==> config.mk <==
export PLATFORM = sky130hd
export DESIGN_NAME = smcg_top
export DESIGN_NICKNAME = d
export VERILOG_FILES = /design/src/inc/smcg_pkg.sv /design/src/design/smcg_sync.sv /design/src/design/smcg_top.sv
export SDC_FILE = /design/constraint.sdc
export NUM_CORES = 1
export LEC_CHECK = 0
export BUFFER_PORTS_ARGS = -buffer_cell sky130_fd_sc_hd__buf_2
export CORE_AREA = 2 2 54 56
export CTS_BUF_LIST = sky130_fd_sc_hd__clkbuf_8
export CTS_CLUSTER_SIZE = 40
export DETAILED_ROUTE_END_ITERATION = 7
export DIE_AREA = 0 0 56 58
export PLACE_DENSITY_LB_ADDON = 0.05
export SLEW_MARGIN = 25
export SYNTH_ARGS = -nofsm -noshare
export SYNTH_HDL_FRONTEND = slang
export SYNTH_HIERARCHICAL = 1
export SYNTH_SLANG_ARGS = --single-unit
==> constraint.sdc <==
create_clock -name clk -period 4.5 [get_ports clk]
set_input_delay 0.675 -clock clk [delete_from_list [all_inputs] [get_ports clk]]
set_output_delay 0.675 -clock clk [all_outputs]
set_load 0.02 [all_outputs]
==> src/inc/smcg_pkg.sv <==
// Package for the sleep mode clock gating block
package smcg_pkg;

   // ****************************************
   // Mode field encodings
   // ****************************************
   localparam logic [2:0] SMCG_MODE_IDLE    = 3'h0;
   localparam logic [2:0] SMCG_MODE_ADCNR   = 3'h1;
   localparam logic [2:0] SMCG_MODE_PDOWN   = 3'h2;
   localparam logic [2:0] SMCG_MODE_PSAVE   = 3'h3;
   localparam logic [2:0] SMCG_MODE_STBY    = 3'h6;
   localparam logic [2:0] SMCG_MODE_XSTBY   = 3'h7;

   // ****************************************
   // Timing
   // ****************************************
   localparam int unsigned SMCG_CLK_MHZ      = 250;
   // Oscillator start-up time in microseconds
   localparam int unsigned SMCG_OSC_START_US = 16;
   localparam int unsigned SMCG_OSC_START_CYC = SMCG_OSC_START_US * SMCG_CLK_MHZ;
   localparam int unsigned SMCG_CNT_W        = 16;

   // ****************************************
   // Reset values
   // ****************************************
   localparam logic [2:0] SMCG_MODE_RST = 3'h0;

   typedef enum logic [1:0] {
      SMCG_RUN,
      SMCG_SLEEP,
      SMCG_START
   } smcg_state_t;

endpackage

==> src/design/smcg_sync.sv <==
// Two-flop synchroniser for a group of pin-level inputs
module smcg_sync #(
   parameter int W = 1
) (
   input  wire logic         clk,
   input  wire logic         rst,
   input  wire logic [W-1:0] d,
   output logic [W-1:0]      q
);
   logic [W-1:0] meta_r;

   always_ff @(posedge clk) begin
      if (rst) begin
         meta_r <= '0;
         q      <= '0;
      end else begin
         meta_r <= d;
         q      <= meta_r;
      end
   end
endmodule

==> src/design/smcg_top.sv <==
// Sleep mode controller: clock domain gating and wake-up sequencing
//
// Behaviour
// - Six selectable sleep modes; software picks the one entered on sleep.
// - Idle halts only the processor clock; memory, timers, serial, interrupts run.
// - Power-down stops the oscillator and all functions, keeping register contents.
// - Power-down exits only on interrupt or hardware reset.
// - Power-save is power-down with the asynchronous timer still running.
// - ADC noise reduction runs only the oscillator, asynchronous timer and ADC.
// - Standby keeps the main oscillator running while everything else sleeps.
// - Extended standby keeps oscillator and asynchronous timer running.
module smcg_top
   import smcg_pkg::*;
#(
   parameter int unsigned OSC_START_CYC = SMCG_OSC_START_CYC
) (
   input  wire logic       clk,
   input  wire logic       rst,
   input  wire logic [2:0] sleep_mode,
   input  wire logic       sleep_en,
   input  wire logic       sleep_req,
   input  wire logic       irq_async,
   input  wire logic       irq_sync,
   input  wire logic       timer_async_irq,
   input  wire logic       adc_done,
   output logic            cpu_clk_en,
   output logic            io_clk_en,
   output logic            adc_clk_en,
   output logic            tmr_async_clk_en,
   output logic            osc_en,
   output logic            cpu_resume,
   output logic            asleep
);

   // ****************************************
   // Input synchronisation
   // ****************************************
   // The pin interrupt comes from outside the clock domain; two flops guard
   // against metastability, so a pin wake is seen two cycles after the pin.
   logic irq_async_s;

   smcg_sync #(.W(1)) u_sync (
      .clk (clk),
      .rst (rst),
      .d   (irq_async),
      .q   (irq_async_s)
   );

   // ****************************************
   // Mode decode
   // ****************************************
   smcg_state_t state_r;
   smcg_state_t state_nxt;
   logic [2:0]  mode_r;
   logic [2:0]  mode_sel;
   logic [SMCG_CNT_W-1:0] cnt_r;
   logic [SMCG_CNT_W-1:0] cnt_nxt;

   wire mode_known = (sleep_mode == SMCG_MODE_IDLE)  || (sleep_mode == SMCG_MODE_ADCNR) ||
                     (sleep_mode == SMCG_MODE_PDOWN) || (sleep_mode == SMCG_MODE_PSAVE) ||
                     (sleep_mode == SMCG_MODE_STBY)  || (sleep_mode == SMCG_MODE_XSTBY);
   // Unused codes fall back to idle, the mildest mode, so a bad field never stops the clock
   assign mode_sel = mode_known ? sleep_mode : SMCG_MODE_IDLE;
   wire enter = sleep_req && sleep_en;

   // ****************************************
   // Latched mode decode
   // ****************************************
   // Valid in sleep and start-up; on the entry edge the entry decode is used
   // per-mode domain selection
   wire m_idle  = (mode_r == SMCG_MODE_IDLE);
   wire m_adcnr = (mode_r == SMCG_MODE_ADCNR);
   wire m_psave = (mode_r == SMCG_MODE_PSAVE);
   wire m_stby  = (mode_r == SMCG_MODE_STBY);
   wire m_xstby = (mode_r == SMCG_MODE_XSTBY);

   // idle keeps the I/O domain clocked
   wire keep_io  = m_idle;
   // noise reduction keeps the ADC running
   wire keep_adc = m_idle || m_adcnr;
   wire keep_tmr = m_idle || m_adcnr || m_psave || m_xstby;
   // oscillator stops only in power-down and power-save
   wire keep_osc = m_idle || m_adcnr || m_stby || m_xstby;

   // ****************************************
   // Wake sources
   // ****************************************
   // A source whose block is stopped is ignored, so a stale request from a
   // gated block cannot end a deep sleep early.
   // only an interrupt wakes deep modes; reset is the other exit
   wire deep_wake  = irq_async_s || (keep_tmr && timer_async_irq);

   wire wake_idle  = irq_sync || adc_done || deep_wake;
   wire wake_adcnr = adc_done || deep_wake;
   wire wake       = keep_io  ? wake_idle  :
                     keep_adc ? wake_adcnr : deep_wake;

   // ****************************************
   // Sleep sequencer
   // ****************************************
   // Requests while asleep or starting are ignored: the processor is stopped
   // then, so such a request can only be a glitch. Reset ends any state at
   // once and restores every enable, the other exit from power-down.
   always_comb begin
      state_nxt = state_r;
      cnt_nxt   = cnt_r;
      unique case (state_r)
         SMCG_RUN: begin
            if (enter) begin
               state_nxt = SMCG_SLEEP;
            end
         end
         SMCG_SLEEP: begin
            if (wake) begin
               state_nxt = SMCG_START;
               // A kept oscillator needs no settling, so the count starts at zero
               cnt_nxt   = keep_osc ? '0 : SMCG_CNT_W'(OSC_START_CYC);
            end
         end
         SMCG_START: begin
            if (cnt_r == '0) begin
               state_nxt = SMCG_RUN;
            end else begin
               cnt_nxt = cnt_r - 1'b1;
            end
         end
      endcase
   end

   // ****************************************
   // State and mode registers
   // ****************************************
   // The counter matters only in start-up and rests at zero elsewhere
   always_ff @(posedge clk) begin
      if (rst) begin
         state_r <= SMCG_RUN;
         cnt_r   <= '0;
      end else begin
         state_r <= state_nxt;
         cnt_r   <= cnt_nxt;
      end
   end

   // Mode is latched at entry so a later change cannot alter a sleep in progress
   // Held through start-up so the wake decode stays stable
   // mode captured on entry
   always_ff @(posedge clk) begin
      if (rst) begin
         mode_r <= SMCG_MODE_RST;
      end else if (state_r == SMCG_RUN && enter) begin
         mode_r <= mode_sel;
      end
   end

   // ****************************************
   // Entry decode of the mode being latched
   // ****************************************
   // Same domain map as the latched mode, applied to the field before it is
   // captured, so the enables are right on the very first sleeping cycle.
   wire e_idle  = (mode_sel == SMCG_MODE_IDLE);
   wire e_adcnr = (mode_sel == SMCG_MODE_ADCNR);
   wire e_psave = (mode_sel == SMCG_MODE_PSAVE);
   wire e_stby  = (mode_sel == SMCG_MODE_STBY);
   wire e_xstby = (mode_sel == SMCG_MODE_XSTBY);

   wire e_io    = e_idle;
   wire e_adc   = e_idle || e_adcnr;
   wire e_tmr   = e_idle || e_adcnr || e_psave || e_xstby;
   wire e_osc   = e_idle || e_adcnr || e_stby || e_xstby;

   // ****************************************
   // Registered clock enables
   // ****************************************
   wire run_nxt   = (state_nxt == SMCG_RUN);
   wire sleep_nxt = (state_nxt == SMCG_SLEEP);
   wire in_run    = (state_r == SMCG_RUN);
   // Entry decode uses the mode being latched, not the stale one
   wire n_io  = in_run ? e_io  : keep_io;
   wire n_adc = in_run ? e_adc : keep_adc;
   wire n_tmr = in_run ? e_tmr : keep_tmr;
   wire n_osc = in_run ? e_osc : keep_osc;

   // Every domain runs unless the sequencer is heading into sleep; during the
   // start-up count all domains are back while the processor still waits.
   wire io_nxt     = !sleep_nxt || n_io;
   wire adc_nxt    = !sleep_nxt || n_adc;
   wire tmr_nxt    = !sleep_nxt || n_tmr;
   wire osc_on_nxt = !sleep_nxt || n_osc;
   wire resume_nxt = (state_r == SMCG_START) && run_nxt;

   // Out of reset every domain runs, as if just woken
   always_ff @(posedge clk) begin
      if (rst) begin
         cpu_clk_en       <= 1'b1;
         io_clk_en        <= 1'b1;
         adc_clk_en       <= 1'b1;
         tmr_async_clk_en <= 1'b1;
         osc_en           <= 1'b1;
         cpu_resume       <= 1'b0;
         asleep           <= 1'b0;
      end else begin
         // domains come back in start-up, before the CPU
         cpu_clk_en       <= run_nxt;
         io_clk_en        <= io_nxt;
         adc_clk_en       <= adc_nxt;
         tmr_async_clk_en <= tmr_nxt;
         // oscillator off while in power-down or power-save
         osc_en           <= osc_on_nxt;
         cpu_resume       <= resume_nxt;
         asleep           <= sleep_nxt;
      end
   end

endmodule

== Word level (Yosys, flattened, before mapping) ==
Cells that the tools add are included.
Word-level totals
  bits in registers: 30
  word-level logic and storage cells: 82
Cells by class
  add/subtract/negate cells: 1
  eq/ne operators: 18
  mux-type cells: 15
  reductions and logical operators: 36
Operator list (number)
  two-way mux 16 bit: 2
  case mux 16 bit (2 select lines): 1
  logical OR 1 bit: 23
  equality test 3 bit, second input constant: 6
  logical NOT 16 bit: 1
  subtractor 16 x 1 -> 16 bit, second input constant: 1
  equality test 3 x 2 -> 1 bit, second input constant: 4
  two-way mux 12 bit: 1
  equality test 3 x 1 -> 1 bit, second input constant: 3
  logical NOT 3 bit: 3
  two-way mux 1 bit: 6
  two-way mux 2 bit: 3
  case mux 2 bit (3 select lines): 1
  equality test 2 x 1 -> 1 bit, second input constant: 2
  logical AND 1 bit: 4
  logical NOT 2 bit: 2
  inequality test 2 bit, second input constant: 2
  two-way mux 3 bit: 1
  AND reduction 3 bit: 1
  equality test 2 bit, second input constant: 1
  nonzero test 2 bit: 1
  logical NOT 1 bit: 1

== Logic depth before layout (Yosys ltp) ==
  depth in word-level cells: 14
  gate-level depth with buffers: 9
  mapped depth without buffers: 7

== Modules after synthesis ==
Netlist, hierarchy kept.
By module, submodules not included
  smcg_top: times used 1, cells each 192, area each 1565.3 µm², sequential area each 560.5 µm²
  smcg_sync: times used 1, cells each 4, area each 52.6 µm², sequential area each 40.0 µm²

== Worst setup path after synthesis ==
OpenSTA, ideal clock, no wires.
  path kind: register -> register
  start point: reg cnt_r[10]
  end point: reg tmr_async_clk_en
  setup time: 0.127 ns
  arrival: 2.065 ns
  setup slack: 2.308 ns
  cell stages (with the launch flop): 6
  buffers on the path: 0
  path through: dfxtp_1 -> or4_4 -> or3_4 -> o2111a_1 -> a211o_1 -> or3b_1
Between the ends
  word-level cells in the longest chain between the ends: 6
Ends and longest elaborated chain
  start, declared: line smcg_top.sv:56  | logic [SMCG_CNT_W-1:0] cnt_r;
  start signal, assigned: line smcg_top.sv:140  | cnt_r <= cnt_nxt;
  logical NOT 16 bit: line smcg_top.sv:121  | if (cnt_r == '0) begin
  two-way mux 2 bit: line smcg_top.sv:121
  case mux 2 bit (3 select lines): line smcg_top.sv:107  | unique case (state_r)
  equality test 2 x 1 -> 1 bit: line smcg_top.sv:175  | wire sleep_nxt = (state_nxt == SMCG_SLEEP);
  logical NOT 1 bit: line smcg_top.sv:187  | wire tmr_nxt = !sleep_nxt || n_tmr;
  logical OR 1 bit: line smcg_top.sv:187
  end signal, assigned: line smcg_top.sv:206  | tmr_async_clk_en <= tmr_nxt;
  end, declared: line smcg_top.sv:29  | output logic tmr_async_clk_en,
No other way between the ends.
A chain may end at the register's enable or synchronous reset.

== Worst setup path after layout ==
  start point: reg state_r[0]
  end point: reg cnt_r[8]
Between the ends
  word-level cells in the longest chain between the ends: 3
Ends and longest elaborated chain
  start, declared: line smcg_top.sv:52  | smcg_state_t state_r;
  start signal, assigned: line smcg_top.sv:139  | state_r <= state_nxt;
  equality test 2 bit / equality test 2 x 1 -> 1 bit (equally long branches): line smcg_top.sv:107
  inequality test 2 bit (no line) / nonzero test 2 bit (equally long branches)
  AND reduction 3 bit (no line)
Parallel ways exist; a longest one is shown, timed or not.

==> run_results.csv <==
group,metric,value,unit
outcome,status,"completed",
global_routing,antenna_found_initial,0,
global_routing,grt.total_usage,0.242,
clock_tree,cts_root_buf,"clkbuf_8",
drt,routed_via_density,6.30,
logic_synthesis,synthArstFlopShare,0,
logic_synthesis,synth-seq-cells,30,
sta,fmax,0.367,GHz
drt,drt_iter0_markers,68,
floorplan,die_area,3250,sq um
worst_setup_path,crit_fanout,19,
sta,fin_crit,2730,ps
floorplan,die_y,58,um
pwr,p_int,0.477,mW
sta,setup-tns-final,0,ps
placed_design,io_buffers,17,
worst_setup_path,r2r_cells,7,
worst_setup_path,crit_type,"flop to flop",
pwr,switchingPower,0.221,mW
global_routing,grt_use_met3,0.0580,
global_routing,globalRouteMet1Util,0.331,
floorplan,start_util,0.608,
logic_synthesis,syn_avg_cell_area,8.25,sq um
worst_setup_path,arrival,2920,ps
floorplan,ioPinCount,18,
sta,worst_pin_slew,690,ps
sta,min_period_over_period,0.606,
pwr,ir_drop,290,uV
clock_tree,htree_levels,2,
logic_synthesis,netlist_instances,196,
logic_synthesis,synth_area,1620,sq um
logic_synthesis,yosys_warnings,6,
drt,first_pass_iters,4,
clock_tree,clock-sinks,30,
sta,setup_slack,1770,ps
pwr,p_leak,0.714,nW
global_routing,grt.busiest_layer,"met2",
final_layout,largest_reg_flops,16,
floorplan,fp.coreArea,2660,sq um
placed_design,hpwl,2.55,mm
job,cap_viol_max_count,0,
floorplan,num_rows,19,
sta,drv_slew,0,
worst_setup_path,worstSetupStartpointType,"flop",
final_layout,syn2layout_area_growth,11.2,%
logic_synthesis,synthesis.nets,211,
sta,slew_headroom,0.540,
min_path,min_to,"u_sync/q",
sta,finalHoldViolCount,0,
clock_tree,cts_buffers,5,
global_routing,grt_pass1_wl,6.24,mm
drt,routedWlPerCell,14.5,um
pwr,comb_power_share,0.260,
logic_synthesis,synth_cell_types,45,
logic_synthesis,synth_ff_type,"dfxtp_1",
pwr,p_sw_frac,0.316,
logic_synthesis,synth_area_leader_cell,"dfxtp_1",
clock_tree,clkTransAtPathRegs,60,ps
worst_setup_path,required,4690,ps
pwr,finalPower,0.698,mW
drt,antenna_left,0,
logic_synthesis,synth_edf_count,0,
logic_synthesis,yosys-top-cells-area,"dfxtp_1, a21oi_1, nor2_1",
logic_synthesis,synth_common_cells,"dfxtp_1, a21oi_1, nor2_1",
worst_setup_path,rr_endpoint,"cnt_r[8]",
logic_synthesis,synthMostInstantiatedCell,"dfxtp_1",
clock_tree,cts_tree,"yes",
placed_design,place_congestion,0.907,
global_routing,grt_start_max_net_pins,21,
logic_synthesis,yosysSeqAreaShare,0.371,
global_routing,grt.overflow.total,0,
sta,finClkSkew,4.63,ps
sta,rsz0062_at_grt,"no",
final_layout,diodes,0,
sta,setup-violations-final,0,
final_layout,nets,226,
pwr,clockPowerShare,0.306,
min_path,worstHoldPathType,"flop to flop",
clock_tree,clk_latency,280,ps
global_routing,met2_usage,0.353,
final_layout,largest-register,"cnt_r",
pwr,pwr-share-seq,0.434,
placed_design,post-place-ws,1800,ps
final_layout,drive_gt1_frac,0.165,
min_path,min_from,"u_sync/meta_r",
worst_setup_path,regToRegSetupSlack,1770,ps
min_path,whs_path_depth,1,
floorplan,die_width,56,um
pwr,pwr_density_cell,388,nW/um^2
clock_tree,post_cts_resized,0,
clock_tree,ctsLongestPathBuffers,2,
final_layout,reg.largest.list,"cnt_r x16, mode_r x3, state_r x2",
drt,vias,1530,
drt,drt_wl_total,3.53,mm
logic_synthesis,synth_top_area_frac,0.371,
clock_tree,cts_setup_buffers,0,
worst_setup_path,endpoint_kind,"flop",
global_routing,grt_pass1_vias,1420,
worst_setup_path,reg2reg_from,"state_r[0]",
drt,remaining_drc_errors,0,
clock_tree,hold_buffers,0,
cells by family (layout without fill, tap and decap cells):
family	Yosys count	after routing	share of synthesized area
flops	30	30	0.371
compound gates	61	61	0.247
fa+ha+maj	4	4	0.0309
buf+inv	22	38	0.0526
mux	2	2	0.0124
simple gates	76	76	0.280
xor+xnor	1	1	0.00541
worst max-delay path: stages (launching register included):
cell and delay (ps):
dfxtp_1 350, inv_1 90, ha_1 410, clkinv_1 350
or4_1 570, nor2_2 530, nor3_1 110, o32ai_1 230
cell usage in the layout (no fill, tap or decap), drive strengths merged, types with 2 or more instances in the layout:
master  count
nand2b      2
o31ai       6
nand3       5
a211o       2
o41ai       3
clkbuf      6
or2         4
or3         3
a31oi       5
ha          4
o211ai      4
mux2i       2
and2        2
clkinv      2
o22ai       3
buf        17
a21oi      19
inv        13
nand3b      4
nor2b       4
nor4        4
nand4       4
nand4b      3
nand2      10
o32ai       2
nor3        6
or4         7
dfxtp      30
nor2       16
a41oi       2
o21ai       9
worst max path at each step:
| stage | start | endpoint | slack, ps | cells past startpoint |
|---|---|---|---|---|
| after detailed placement | state_r[0] | cnt_r[8] | 1800 | 7 |
| final | state_r[0] | cnt_r[8] | 1770 | 7 |
| after global placement | state_r[0] | cnt_r[8] | 1910 | 7 |
| after CTS | state_r[0] | cnt_r[8] | 1780 | 7 |
| after floorplan | cnt_r[10] | tmr_async_clk_en | 2310 | 5 |
| after global routing | state_r[0] | cnt_r[0] | 1510 | 7 |
final cells by class:
cell class,count,area (sq um)
sequential,30,601
tap,31,38.8
multi-input combinational,144,935
clock buffer,6,82.6
fill,230,863
inverter,13,48.8
clock inverter,2,8.76
timing repair buffer,17,85.1
routing by layer:
layer,up-vias,wire length [um]
met2,40,1560
met5,-,0
li1,768,-
met1,715,1740
met4,0,65
met3,7,170
power by group through the flow:
stage / sequential [mW] / clock (mW) / combinational (mW)
6_report: 0.303 / 0.213 / 0.182
5_1_grt: 0.306 / 0.228 / 0.204
4_1_cts: 0.303 / 0.220 / 0.178
3_5_place_dp: 0.309 / 0 / 0.178
3_3_place_gp: 0.308 / 0 / 0.175
2_1_floorplan: 0.308 / 0 / 0.140
per-stage QoR:
stage,hold WS [ps],util,instances,area (sq um)
6_report,459,0.676,243,1800
5_1_grt,465,0.676,243,1800
4_1_cts,456,0.675,243,1800
3_5_place_dp,439,0.641,235,1710
3_3_place_gp,430,0.641,235,1710
2_1_floorplan,414,-,196,1620
No activity file was read; power rests on OpenSTA's default activity.
